`src/ptu_pkg.sv`:
```
// Purpose : Shared constants for the pulse timer unit channel and its bus controller
// Assumes : One 100 MHz clock, asynchronous active-high reset
// Notes   : Device register indices are word indices on the two-state link bus
package ptu_pkg;
    // -------------------------------------------------------------------------
    // Widths
    // -------------------------------------------------------------------------
    localparam int DW = 16;
    localparam int AW = 3;
    localparam int WBW = 32;

    // -------------------------------------------------------------------------
    // Device registers on the link bus
    // -------------------------------------------------------------------------
    localparam logic [AW-1:0] DEV_CTRL   = 3'h0;
    localparam logic [AW-1:0] DEV_COUNT  = 3'h1;
    localparam logic [AW-1:0] DEV_MATCH  = 3'h2;
    localparam logic [AW-1:0] DEV_BUFFER = 3'h3;
    localparam logic [AW-1:0] DEV_STATUS = 3'h4;
    localparam logic [AW-1:0] DEV_IRQEN  = 3'h5;

    // Control fields
    localparam int CTL_CLKSEL_LO = 0;
    localparam int CTL_DOWN      = 2;
    localparam int CTL_CLR_MATCH = 3;
    localparam int CTL_CLR_CAPT  = 4;
    localparam int CTL_CAPT_MODE = 5;
    localparam int CTL_BUF_EN    = 6;
    localparam int CTL_PIN_OE    = 7;
    localparam int CTL_RUN       = 8;
    localparam int CTL_W         = 9;

    // Clock source select
    localparam logic [1:0] CLK_INTERNAL = 2'h0;
    localparam logic [1:0] CLK_EXT_ONE  = 2'h1;
    localparam logic [1:0] CLK_EXT_BOTH = 2'h2;
    localparam logic [1:0] CLK_PHASE    = 2'h3;

    // Status and enable fields
    localparam int ST_MATCH = 0;
    localparam int ST_OVF   = 1;
    localparam int ST_UNF   = 2;
    localparam int ST_W     = 3;

    localparam logic [DW-1:0] CNT_MAX   = 16'hFFFF;
    localparam logic [DW-1:0] CNT_ZERO  = 16'h0000;
    localparam logic [DW-1:0] MATCH_RST = 16'hFFFF;
    localparam logic [3:0]    PRESCALE  = 4'h3;

    // -------------------------------------------------------------------------
    // Controller Wishbone map (byte addresses)
    // -------------------------------------------------------------------------
    localparam logic [7:0] WB_CMD    = 8'h00;
    localparam logic [7:0] WB_WDATA  = 8'h04;
    localparam logic [7:0] WB_RDATA  = 8'h08;
    localparam logic [7:0] WB_ISTAT  = 8'h0C;
    localparam logic [7:0] WB_IMASK  = 8'h10;
    localparam logic [7:0] WB_PINS   = 8'h14;
    localparam logic [7:0] WB_STATE  = 8'h18;

    localparam int CMD_GO     = 0;
    localparam int CMD_WE     = 1;
    localparam int CMD_ADR_LO = 2;
    localparam int IRQ_DONE   = 0;
    localparam int IRQ_DEV    = 1;
    localparam int IRQ_W      = 2;
    localparam int PIN_A      = 0;
    localparam int PIN_B      = 1;
    localparam int PIN_CAP    = 2;
    localparam int PIN_STOP   = 3;
    localparam int PIN_W      = 4;
endpackage

```
`src/ptu_link_if.sv`:
```
// Purpose : Link between the timer channel and its bus controller
// Assumes : Both ends on ref_clk; one bus state per clock cycle
// Notes   : busFirst and busSecond mark the two states of a register access
`timescale 1ns/1ns
interface ptu_link_if;
    logic                   busFirst;
    logic                   busSecond;
    logic                   busWe;
    logic [ptu_pkg::AW-1:0] busAddr;
    logic [ptu_pkg::DW-1:0] busWdata;
    logic [ptu_pkg::DW-1:0] busRdata;
    logic                   extClockInA;
    logic                   extClockInB;
    logic                   captureIn;
    logic                   moduleStop;
    logic                   matchPinOut;
    logic                   matchPinOe;
    logic                   chanIrq;

    modport dev (
        input  busFirst, busSecond, busWe, busAddr, busWdata,
        input  extClockInA, extClockInB, captureIn, moduleStop,
        output busRdata, matchPinOut, matchPinOe, chanIrq
    );
    modport host (
        output busFirst, busSecond, busWe, busAddr, busWdata,
        output extClockInA, extClockInB, captureIn, moduleStop,
        input  busRdata, matchPinOut, matchPinOe, chanIrq
    );
endinterface // ptu_link_if

```
`src/ptu_dev_end.sv`:
```
// What this block does
// - Outside clock pulses last 1.5 or 2.5 states
// - Phase inputs keep 1.5 offset, 2.5 width
// - Clear on final match state, period N+1
// - Clear beats counter write in second state
// - Counter write beats increment in second state
// - Match register write suppresses coinciding match
// - Match transfer uses buffer value before write
// - Capture in first read state returns new
// - Capture beats match register write
// - Capture buffer shift beats buffer write
// - Clear beats overflow/underflow, flags untouched
// - Counter write suppresses overflow/underflow flags
// - No match output on shared clock pin; match output still drives it under CTL_PIN_OE, clock input A held at zero
// - Disable interrupts before entering module stop
// - Interrupt while flag and enable both set
// - One match per counter input clock
//
// Purpose : One timer channel: counter, match/capture, buffer, flags, interrupt
// Assumes : Pin inputs synchronous to ref_clk; host sequences the two bus states
// Notes   : Status bits clear by writing 0 after reading 1; set wins over clear
`timescale 1ns/1ns
module ptu_dev_end (
    input wire logic ref_clk,
    input wire logic rst,
    ptu_link_if.dev  link
);
    // -------------------------------------------------------------------------
    // Registers
    // -------------------------------------------------------------------------
    logic [ptu_pkg::CTL_W-1:0] ctrl_q;
    logic [ptu_pkg::DW-1:0]    count_q;
    logic [ptu_pkg::DW-1:0]    match_q;
    logic [ptu_pkg::DW-1:0]    buffer_q;
    logic [ptu_pkg::ST_W-1:0]  status_q;
    logic [ptu_pkg::ST_W-1:0]  irqEn_q;
    logic [ptu_pkg::DW-1:0]    rdata_q;
    logic                      pinOut_q;
    logic                      pinOe_q;
    logic                      irq_q;
    logic [3:0]                presc_q;
    logic                      prevA_q;
    logic                      prevB_q;
    logic                      prevCap_q;

    // Register hit in the second state of a write
    function automatic logic wrHit(input logic [ptu_pkg::AW-1:0] a);
        wrHit = link.busSecond && link.busWe && (link.busAddr == a);
    endfunction

    // -------------------------------------------------------------------------
    // Count source
    // -------------------------------------------------------------------------
    logic       run;
    logic       aRise;
    logic       aFall;
    logic       bRise;
    logic       bFall;
    logic       phaseUp;
    logic       tick;
    logic       down;
    logic       capEv;
    logic       eq;
    logic       matchEv;
    logic       clrEv;
    logic       cntWr;
    logic       wrap;

    assign run   = ctrl_q[ptu_pkg::CTL_RUN] && !link.moduleStop;
    assign aRise = link.extClockInA && !prevA_q;
    assign aFall = !link.extClockInA && prevA_q;
    assign bRise = link.extClockInB && !prevB_q;
    assign bFall = !link.extClockInB && prevB_q;
    // Quadrature direction from which input leads
    assign phaseUp = (aRise && !link.extClockInB) || (aFall && link.extClockInB)
                  || (bRise && link.extClockInA) || (bFall && !link.extClockInA);

    // Edges are sampled once a cycle, so a pulse held for a single cycle is still counted; the stated widths are not checked
    always_comb begin
        tick = 1'b0;
        down = ctrl_q[ptu_pkg::CTL_DOWN];
        case (ctrl_q[ptu_pkg::CTL_CLKSEL_LO +: 2])
            ptu_pkg::CLK_INTERNAL: tick = (presc_q == ptu_pkg::PRESCALE);
            ptu_pkg::CLK_EXT_ONE:  tick = aRise;
            ptu_pkg::CLK_EXT_BOTH: tick = aRise || aFall;
            ptu_pkg::CLK_PHASE: begin
                tick = aRise || aFall || bRise || bFall;
                down = !phaseUp;
            end
            default: tick = 1'b0;
        endcase
        tick = tick && run;
    end

    // Divider and edge history
    always_ff @(posedge ref_clk or posedge rst) begin
        if (rst) begin
            presc_q   <= 4'h0;
            prevA_q   <= 1'b0;
            prevB_q   <= 1'b0;
            prevCap_q <= 1'b0;
        end else begin
            presc_q   <= (presc_q == ptu_pkg::PRESCALE) ? 4'h0 : presc_q + 4'h1;
            prevA_q   <= link.extClockInA;
            prevB_q   <= link.extClockInB;
            prevCap_q <= link.captureIn;
        end
    end

    // -------------------------------------------------------------------------
    // Events and their arbitration
    // -------------------------------------------------------------------------
    assign capEv = run && ctrl_q[ptu_pkg::CTL_CAPT_MODE] && link.captureIn && !prevCap_q;
    assign eq    = (count_q == match_q);
    // Match only on a counter input clock, so at most one per clock
    assign matchEv = tick && eq && !ctrl_q[ptu_pkg::CTL_CAPT_MODE]
                  && !wrHit(ptu_pkg::DEV_MATCH);
    assign clrEv = (matchEv && ctrl_q[ptu_pkg::CTL_CLR_MATCH])
                || (capEv && ctrl_q[ptu_pkg::CTL_CLR_CAPT]);
    assign cntWr = wrHit(ptu_pkg::DEV_COUNT);
    assign wrap  = tick && (down ? (count_q == ptu_pkg::CNT_ZERO)
                                 : (count_q == ptu_pkg::CNT_MAX));

    // Counter: clear, then CPU write, then count
    always_ff @(posedge ref_clk or posedge rst) begin
        if (rst) begin
            count_q <= ptu_pkg::CNT_ZERO;
        end else if (clrEv) begin
            count_q <= ptu_pkg::CNT_ZERO;
        end else if (cntWr) begin
            count_q <= link.busWdata;
        end else if (tick) begin
            count_q <= down ? count_q - 16'h0001 : count_q + 16'h0001;
        end
    end

    // Match/capture register: capture, then buffer transfer, then write
    always_ff @(posedge ref_clk or posedge rst) begin
        if (rst) begin
            match_q <= ptu_pkg::MATCH_RST;
        end else if (capEv) begin
            match_q <= count_q;
        end else if (matchEv && ctrl_q[ptu_pkg::CTL_BUF_EN]) begin
            match_q <= buffer_q;
        end else if (wrHit(ptu_pkg::DEV_MATCH)) begin
            match_q <= link.busWdata;
        end
    end

    // Buffer: capture shift wins over a CPU write
    always_ff @(posedge ref_clk or posedge rst) begin
        if (rst) begin
            buffer_q <= ptu_pkg::MATCH_RST;
        end else if (capEv && ctrl_q[ptu_pkg::CTL_BUF_EN]) begin
            buffer_q <= match_q;
        end else if (wrHit(ptu_pkg::DEV_BUFFER)) begin
            buffer_q <= link.busWdata;
        end
    end

    // Control and enables
    always_ff @(posedge ref_clk or posedge rst) begin
        if (rst) begin
            ctrl_q  <= '0;
            irqEn_q <= '0;
        end else begin
            if (wrHit(ptu_pkg::DEV_CTRL)) begin
                ctrl_q <= link.busWdata[ptu_pkg::CTL_W-1:0];
            end
            if (wrHit(ptu_pkg::DEV_IRQEN)) begin
                irqEn_q <= link.busWdata[ptu_pkg::ST_W-1:0];
            end
        end
    end

    // -------------------------------------------------------------------------
    // Status flags
    // -------------------------------------------------------------------------
    logic [ptu_pkg::ST_W-1:0] setV;
    logic [ptu_pkg::ST_W-1:0] keepV;

    always_comb begin
        setV = '0;
        setV[ptu_pkg::ST_MATCH] = matchEv || capEv;
        // Neither a clear nor a counter write may raise a wrap flag
        setV[ptu_pkg::ST_OVF] = wrap && !down && !clrEv && !cntWr;
        setV[ptu_pkg::ST_UNF] = wrap && down && !clrEv && !cntWr;
        keepV = status_q;
        // A stopped module cannot have its flags cleared
        if (wrHit(ptu_pkg::DEV_STATUS) && !link.moduleStop) begin
            keepV = status_q & link.busWdata[ptu_pkg::ST_W-1:0];
        end
    end

    // Set wins over a clear in the same cycle
    always_ff @(posedge ref_clk or posedge rst) begin
        if (rst) begin
            status_q <= '0;
        end else begin
            status_q <= keepV | setV;
        end
    end

    // Interrupt from flags and enables, registered
    always_ff @(posedge ref_clk or posedge rst) begin
        if (rst) begin
            irq_q <= 1'b0;
        end else begin
            irq_q <= |((keepV | setV) & irqEn_q);
        end
    end

    // -------------------------------------------------------------------------
    // Read data and pin
    // -------------------------------------------------------------------------
    // Sampled in the second state, so a capture in the first state is seen
    always_ff @(posedge ref_clk or posedge rst) begin
        if (rst) begin
            rdata_q <= '0;
        end else if (link.busSecond && !link.busWe) begin
            case (link.busAddr)
                ptu_pkg::DEV_CTRL:   rdata_q <= 16'(ctrl_q);
                ptu_pkg::DEV_COUNT:  rdata_q <= count_q;
                ptu_pkg::DEV_MATCH:  rdata_q <= match_q;
                ptu_pkg::DEV_BUFFER: rdata_q <= buffer_q;
                ptu_pkg::DEV_STATUS: rdata_q <= 16'(status_q);
                ptu_pkg::DEV_IRQEN:  rdata_q <= 16'(irqEn_q);
                default:             rdata_q <= '0;
            endcase
        end
    end

    // Match output toggles on every compare match
    always_ff @(posedge ref_clk or posedge rst) begin
        if (rst) begin
            pinOut_q <= 1'b0;
            pinOe_q  <= 1'b0;
        end else begin
            pinOe_q <= ctrl_q[ptu_pkg::CTL_PIN_OE];
            if (matchEv) begin
                pinOut_q <= !pinOut_q;
            end
        end
    end

    assign link.busRdata   = rdata_q;
    assign link.matchPinOut = pinOut_q;
    assign link.matchPinOe  = pinOe_q;
    assign link.chanIrq     = irq_q;
endmodule // ptu_dev_end

```
`src/flat_wrapper.sv`:
```
// flat-port wrapper written by rule: the top's interface ports become plain ports
module ptu_dev_end_flat 
  (ref_clk, rst, link_busFirst, link_busSecond, link_busWe, link_busAddr, link_busWdata, link_extClockInA, link_extClockInB, link_captureIn, link_moduleStop, link_busRdata, link_matchPinOut, link_matchPinOe, link_chanIrq);
  ptu_link_if link_i ();
  input wire logic ref_clk;
  input wire logic rst;
  input wire logic [$bits(link_i.busFirst)-1:0] link_busFirst;
  input wire logic [$bits(link_i.busSecond)-1:0] link_busSecond;
  input wire logic [$bits(link_i.busWe)-1:0] link_busWe;
  input wire logic [$bits(link_i.busAddr)-1:0] link_busAddr;
  input wire logic [$bits(link_i.busWdata)-1:0] link_busWdata;
  input wire logic [$bits(link_i.extClockInA)-1:0] link_extClockInA;
  input wire logic [$bits(link_i.extClockInB)-1:0] link_extClockInB;
  input wire logic [$bits(link_i.captureIn)-1:0] link_captureIn;
  input wire logic [$bits(link_i.moduleStop)-1:0] link_moduleStop;
  output wire logic [$bits(link_i.busRdata)-1:0] link_busRdata;
  output wire logic [$bits(link_i.matchPinOut)-1:0] link_matchPinOut;
  output wire logic [$bits(link_i.matchPinOe)-1:0] link_matchPinOe;
  output wire logic [$bits(link_i.chanIrq)-1:0] link_chanIrq;
  assign link_i.busFirst = link_busFirst;
  assign link_i.busSecond = link_busSecond;
  assign link_i.busWe = link_busWe;
  assign link_i.busAddr = link_busAddr;
  assign link_i.busWdata = link_busWdata;
  assign link_i.extClockInA = link_extClockInA;
  assign link_i.extClockInB = link_extClockInB;
  assign link_i.captureIn = link_captureIn;
  assign link_i.moduleStop = link_moduleStop;
  assign link_busRdata = link_i.busRdata;
  assign link_matchPinOut = link_i.matchPinOut;
  assign link_matchPinOe = link_i.matchPinOe;
  assign link_chanIrq = link_i.chanIrq;
  ptu_dev_end u_core (.ref_clk(ref_clk), .rst(rst), .link(link_i));
endmodule
```
`config.mk`:
```
export PLATFORM = sky130hd
export DESIGN_NAME = ptu_dev_end_flat
export DESIGN_NICKNAME = d
export VERILOG_FILES = /design/src/ptu_pkg.sv /design/src/ptu_link_if.sv /design/src/ptu_dev_end.sv /design/src/flat_wrapper.sv
export SDC_FILE = /design/constraint.sdc
export NUM_CORES = 1
export LEC_CHECK = 0
export ABC_AREA = 1
export BUFFER_PORTS_ARGS = -buffer_cell sky130_fd_sc_hd__buf_2
export CORE_MARGIN = 2
export CORE_UTILIZATION = 40
export CTS_CLUSTER_DIAMETER = 80
export DETAILED_ROUTE_END_ITERATION = 10
export PLACE_DENSITY = 0.62
export SLEW_MARGIN = 20
export SYNTH_ARGS = -nofsm -noshare
export SYNTH_HDL_FRONTEND = slang
export SYNTH_SLANG_ARGS = --single-unit
export TNS_END_PERCENT = 10
```
`constraint.sdc`:
```
create_clock -name ref_clk -period 4 [get_ports ref_clk]
set_clock_uncertainty 0.1 [all_clocks]
set_input_delay 0.6 -clock ref_clk [delete_from_list [all_inputs] [get_ports ref_clk]]
set_output_delay 0.6 -clock ref_clk [all_outputs]
set_load 0.01 [all_outputs]
```
# After elaboration in Yosys (flattened, before gate mapping)
# Cells that the tools add are included.
[op_classes] n_addsub=3 multipliers=0 div=0 order_cmp=0 eq_ne=11 n_shift=0 mux=15 bitwise=3 reduce_logical=65
[op_table] cell="two-way mux 16 bit" count=9
[op_table] cell="one-hot mux 16 bit (6 select lines)" count=1
[op_table] cell="logical AND 1 bit" count=36
[op_table] cell="adder 16 x 1 -> 16 bit (second input constant)" count=1
[op_table] cell="equality test 16 bit" count=1
[op_table] cell="equality test 16 bit (second input constant)" count=1
[op_table] cell="zero test 16 bit" count=1
[op_table] cell="subtractor 16 x 1 -> 16 bit (second input constant)" count=1
[op_table] cell="zero test 1 bit" count=14
[op_table] cell="logical OR 1 bit" count=8
[op_table] cell="AND 3 bit" count=2
[op_table] cell="equality test 3 x 2 -> 1 bit (second input constant)" count=2
[op_table] cell="equality test 3 bit (second input constant)" count=2
[op_table] cell="nonzero test 3 bit" count=2
[op_table] cell="adder 4 x 1 -> 4 bit (second input constant)" count=1
[op_table] cell="equality test 2 bit (second input constant)" count=2
[op_table] cell="equality test 4 x 2 -> 1 bit (second input constant)" count=1
[op_table] cell="two-way mux 4 bit" count=1
[op_table] cell="one-hot mux 1 bit (4 select lines)" count=1
[op_table] cell="equality test 3 x 1 -> 1 bit (second input constant)" count=1
[op_table] cell="zero test 3 bit" count=1
[op_table] cell="two-way mux 3 bit" count=1
[op_table] cell="OR 3 bit" count=1
[op_table] cell="OR reduction 3 bit" count=1
[op_table] cell="4 further kinds" count=5
[word_totals] regBits=89 latch_bits=0 ramBits=0 mem_bits_ro=0 in_bits=28 output_inout_bits=19 elab_cells=111 n_memories=0

# Longest topological paths before layout
[depth] word_depth=18 depth_mapped=22 depth_no_buf=22

# Least setup slack after synthesis
# OpenSTA, ideal clock, no wires.
[synth_timing] path_type="input to register" start="in link_extClockInA" end="reg u_core.count_q[11] (netlist bit)" setup_ns=0.122 t_arrival_ns=3.290 t_required_ns=3.778 setup_slack_ns=0.488 cell_stages=17 n_path_buf=0 path_cell_list="inv_1 -> ha_1 -> inv_1 -> nand2_1 -> nand2_1 -> nand2_1 -> o21ai_1 -> ha_1 -> a21oi_1 -> o21ai_0 -> inv_1 -> nand3_1 -> or2_2 -> nand3_1 -> nand2_1 -> nand3_1 -> o21ai_1"
[synth_between] elab_chain_len=13 word_cells_on_any_way=27
[synth_lines] item="start: declaration" line="flat_wrapper.sv:12" text="input wire logic [$bits(link_i.extClockInA)-1:0] link_extClockInA;"
[synth_lines] item="zero test 1 bit" line="ptu_dev_end.sv:71, ptu_dev_end.sv:76"
[synth_lines] item="logical AND 1 bit" line="ptu_dev_end.sv:71" text="assign aFall = !link.extClockInA && prevA_q;"
[synth_lines] item="logical OR 1 bit" line="ptu_dev_end.sv:85, ptu_dev_end.sv:87"
[synth_lines] item="logical OR 1 bit (2 in a row)" line="ptu_dev_end.sv:87" text="tick = aRise || aFall || bRise || bFall;"
[synth_lines] item="one-hot mux 1 bit (4 select lines)" line="ptu_dev_end.sv:82" text="case (ctrl_q[ptu_pkg::CTL_CLKSEL_LO +: 2])"
[synth_lines] item="logical AND 1 bit" line="ptu_dev_end.sv:92" text="tick = tick && run;"
[synth_lines] item="logical AND 1 bit (2 in a row)" line="ptu_dev_end.sv:116" text="assign matchEv = tick && eq && !ctrl_q[ptu_pkg::CTL_CAPT_MODE]"
[synth_lines] item="logical AND 1 bit" line="ptu_dev_end.sv:117" text="&& !wrHit(ptu_pkg::DEV_MATCH);"
[synth_lines] item="logical AND 1 bit" line="ptu_dev_end.sv:118" text="assign clrEv = (matchEv && ctrl_q[ptu_pkg::CTL_CLR_MATCH])"
[synth_lines] item="logical OR 1 bit" line="ptu_dev_end.sv:119" text="|| (capEv && ctrl_q[ptu_pkg::CTL_CLR_CAPT]);"
[synth_lines] item="nonzero test 3 bit (no source line) or two-way mux 16 bit (tied branches)"
[synth_lines] item="end signal: assignment" line="ptu_dev_end.sv:127" text="count_q <= ptu_pkg::CNT_ZERO;"
[synth_lines] item="end signal: assignment" line="ptu_dev_end.sv:129" text="count_q <= ptu_pkg::CNT_ZERO;"
[synth_lines] item="end signal: assignment" line="ptu_dev_end.sv:131" text="count_q <= link.busWdata;"
[synth_lines] item="end: declaration" line="ptu_dev_end.sv:32" text="logic [ptu_pkg::DW-1:0] count_q;"
# Several ways; a longest one is shown, not always the timed one. The select of a mux whose other input is x is not followed.
# A chain may end at the register's enable or synchronous reset.

# Worst setup path after layout
# Same ends and word-level chain as after synthesis.

==> metrics.log <==
INFO  metric route.detailed.drc = 0
INFO  metric fp.dieW = around 120 um
INFO  metric sequential_cell_area_fraction_in_the_yosys_report = 39.2%
INFO  metric cellLeakagePower = 3.29 nW
INFO  metric post-place-cells = slightly above 1000
INFO  metric cts.repair_timing.setup_buffer_count = 0
INFO  metric tritoncts = built
INFO  metric post_synth_instance_area = 5780 sq um
INFO  metric dp_hpwl = 13.1 mm
INFO  metric synth-edff-count = 0
INFO  metric globalRouteOverflowTotal = 0
INFO  metric outcome = finished clean
INFO  metric post-synth-top-area-fraction = approximately a quarter
INFO  metric timing.final.setup_violations = 0
INFO  metric io-pin-count = 47
INFO  metric htree_num_levels = 3
INFO  metric required = 4.11 ns
INFO  metric grt_use_total = between 20% and 30%
INFO  metric worst_skew_pair.late_latency = 0.35 ns
INFO  metric worst_path_largest_cell_delay = 0.32 ns
INFO  metric post-place-ws = about 0.62 ns
INFO  metric cts_resized = 0
INFO  metric yosys_warnings = 0
INFO  metric power_density = 648 nW/um^2
INFO  metric r2r_start = u_core.prevA_q$_DFF_PP0_
INFO  metric synth-adder-area-share = 4.03%
INFO  metric final_max_slew_viol_count = 0
INFO  metric die-height = 124 um
INFO  metric timing.critical_path.from = link_extClockInA
INFO  metric post_layout_nonfiller_instances = 1029
INFO  metric hp-class = primary input to asynchronous set/reset pin
INFO  metric syn_area_per_cell = 7.25 sq um
INFO  metric timing.reg2reg.worst_path_depth = 18
INFO  metric crit_path_start_kind = primary input
INFO  metric drt-vias-per-instance = about 5.5
INFO  metric post_synth_mux_area_share = 2.69%
INFO  metric synth-async-reset-ratio = 100%
INFO  metric dr.pass1.iters = 6
INFO  metric fill_cells = 1428
INFO  metric max_cap_viol_count = 0
INFO  metric syn-instance-count = 797
INFO  metric design.final.nets = 890
INFO  metric routed_wirelength = 18.0 mm
INFO  metric critical_path.endpoint_type = flip-flop
INFO  metric critical_path.slowest_cell = sky130_fd_sc_hd__ha_1
INFO  metric rsz0062_at_grt = false
INFO  metric path_common_cell = sky130_fd_sc_hd__nand2_1
INFO  metric synth.most_common_cell = sky130_fd_sc_hd__nand2_1
INFO  metric setup_ws = 0.934 ns
INFO  metric worst_pin_slew = 1.02 ns
INFO  metric min_period_over_period = 76.6%
INFO  metric num_antenna_cells = 0
INFO  metric cts-hold-fix-buffers = 0
INFO  metric layout_min_cycle_time = 3.07 ns
INFO  metric ant_nets = 0
INFO  metric timing_worst_setup_path_type = primary input to flip-flop
INFO  metric cts.path.max_buffers = 2
INFO  metric worst_hold_slack = about 0.16 ns
INFO  metric drive_gt1_share = 17.9%
INFO  metric slew_headroom = between 30% and 40%
INFO  metric gp_congestion = 0.919
INFO  metric drtIter0Drc = 613
INFO  metric synthesized_area_fraction_occupied_by_ao_oa_aoi_and_oai_cells = 12.6%
INFO  metric maxClockFrequency = between 300 and 400 MHz
INFO  metric synth_area_leaders = sky130_fd_sc_hd__dfrtp_1 25%, sky130_fd_sc_hd__nand2_1 16%, sky130_fd_sc_hd__dfstp_2 15%, sky130_fd_sc_hd__nand3_1 8.2%, sky130_fd_sc_hd__inv_1 4.8%
INFO  metric fin_tns_setup = 0 ns
INFO  metric post_synth_xor_area_fraction = 1.21%
INFO  metric initial_utilization = 41.3%
INFO  metric placement.cell_area = 6220 sq um
INFO  metric grt_max_degree = 33
INFO  metric yosys.area.top_type = sky130_fd_sc_hd__dfrtp_1
INFO  metric grt_pass1_wl = 28.7 mm
INFO  metric post_synth_num_cell_types = 49
INFO  metric vias = between 5000 and 6000
INFO  metric root_driver = sky130_fd_sc_hd__clkbuf_16
INFO  metric avgRoutedWirePerCell = between 15 and 20 um
INFO  metric cts_inserted_buffers = 9
INFO  metric design.core.area = 14000 sq um
INFO  metric rows = 43
INFO  metric flow.area_growth_from_synthesis = 13.8%
INFO  metric count_of_input_and_output_buffers = 45
INFO  metric synth_nets = between 800 and 900
INFO  metric timing.final.hold_violations = 0
INFO  metric die_area = 15400 sq um
INFO  metric series_of_cell_instances_along_the_critical_path = buf_2 > inv_1 > ha_1 > inv_1 > nand2_1 > nand2_1 > nand2_1 > o21ai_1 > buf_4 > ha_1 > a21oi_1 > o21ai_0 > inv_1 > nand3_1 > or2_2 > nand3_1 > nand2_1 > nand3_1 > o21ai_1
INFO  metric ys_ff_latch = 89
INFO  metric design_area = about 6600 sq um
INFO  metric synth_top_family_by_area = simple AND/OR/NAND/NOR gates
INFO  metric ir_worst_vdd = 252 uV
INFO  metric synth_top_flop_cell = sky130_fd_sc_hd__dfrtp_1
INFO  metric antenna_found_initial = 0
INFO  metric synth_simple_gate_area_share = 32.3%
INFO  metric critPathMaxFanout = 19
INFO  metric tritoncts_num_sinks = between 80 and 90
INFO  metric first_global_vias = ~5400
INFO  metric synth.cells.most_frequent = 251 x sky130_fd_sc_hd__nand2_1, 95 x sky130_fd_sc_hd__nand3_1, 74 x sky130_fd_sc_hd__inv_1, 57 x sky130_fd_sc_hd__dfrtp_1, 51 x sky130_fd_sc_hd__nor2_1
INFO  metric clk_pin_slew = 0.07 ns
INFO  metric cp_data_arrival_time = 3.18 ns
## worst max-delay path, delay by kind of cell
kind,cells,cell delay [ns]
AO/OA/AOI/OAI,4,0.69
buffers and inverters,5,0.59
adder cells (fa/ha/maj),2,0.51
AND/OR/NAND/NOR,8,0.79
## stage by stage
| stage | utilization [%] | power (W) |
|---|---|---|
| after detailed placement | 44.5 | 0.00324 |
| after global placement | 44.5 | 0.00322 |
| after floorplan | - | 0.00271 |
| after CTS | 47.0 | 0.00426 |
| final | 47.0 | 0.00426 |
| after global routing | 47.0 | 0.00461 |
## placed cells by master, fill, tap and decap left out, types with 18 or more instances in the layout
cell	netlist	routed
sky130_fd_sc_hd__a21oi_1	18	18
sky130_fd_sc_hd__buf_2	9	45
sky130_fd_sc_hd__dfrtp_1	57	57
sky130_fd_sc_hd__dfstp_2	32	32
sky130_fd_sc_hd__inv_1	74	73
sky130_fd_sc_hd__inv_2	19	19
sky130_fd_sc_hd__nand2_1	251	251
sky130_fd_sc_hd__nand3_1	95	95
sky130_fd_sc_hd__nor2_1	51	51
sky130_fd_sc_hd__o21ai_0	47	47
## registers in the layout, summed over array words and instances, names as in the netlist
register and count:
u_core.buffer_q 16, u_core.count_q 16, u_core.ctrl_q 9, u_core.irqEn_q 3, u_core.link.busRdata 16, u_core.link.chanIrq 1, u_core.link.matchPinOe 1, u_core.link.matchPinOut 1
u_core.match_q 16, u_core.presc_q 4, u_core.prevA_q 1, u_core.prevB_q 1, u_core.prevCap_q 1, u_core.status_q 3
## logic make-up after synthesis
group	Yosys count
adder cells (fa/ha/maj)	18
AND/OR/NAND/NOR	430
flip-flops	89
AO/OA/AOI/OAI	123
XOR/XNOR	8
multiplexers	14
buffers and inverters	115
## path summary, 6_finish.rpt
kind	endpoint	slack, ns
min in group ref_clk	u_core.prevCap_q$_DFF_PP0_	0.28
worst max-delay path	u_core.count_q[11]$_DFFE_PP0P_	0.93
worst min register to register	u_core.presc_q[0]$_DFF_PP0_	0.35
max in group asynchronous	u_core.buffer_q[10]$_DFFE_PP1P_	2.80
worst min-delay path	u_core.link.busRdata[2]$_DFFE_PP0P_	0.16
worst max register to register	u_core.count_q[11]$_DFFE_PP0P_	0.97
## power by group
part | total [W] | internal, W | leakage, nW | switching (W)
Clock | 0.00101 | 0.000647 | 0.173 | 0.000366
Combinational | 0.00173 | 0.000649 | 2.06 | 0.00109
Sequential | 0.00151 | 0.00122 | 1.06 | 0.000292
Total | 0.00426 | 0.00252 | 3.29 | 0.00174
## routing by layer
metal  share of wire, %  global-route usage (%)
met2                 45                    38.2
met1                 46                    35.3
met3                6.3                    3.75
met4                2.9                    7.51
met5                  0                       0
## cell type report
cell class	instances	area (sq um)	area share, %
multi-input combinational	593	3060	46.5
sequential	89	2270	34.5
inverter	94	354	5.39
timing repair buffer	57	315	4.80
clock buffer	12	256	3.90
tap	180	225	3.43
clock inverter	4	98.8	1.50
Power figures use the tool's default switching activity.
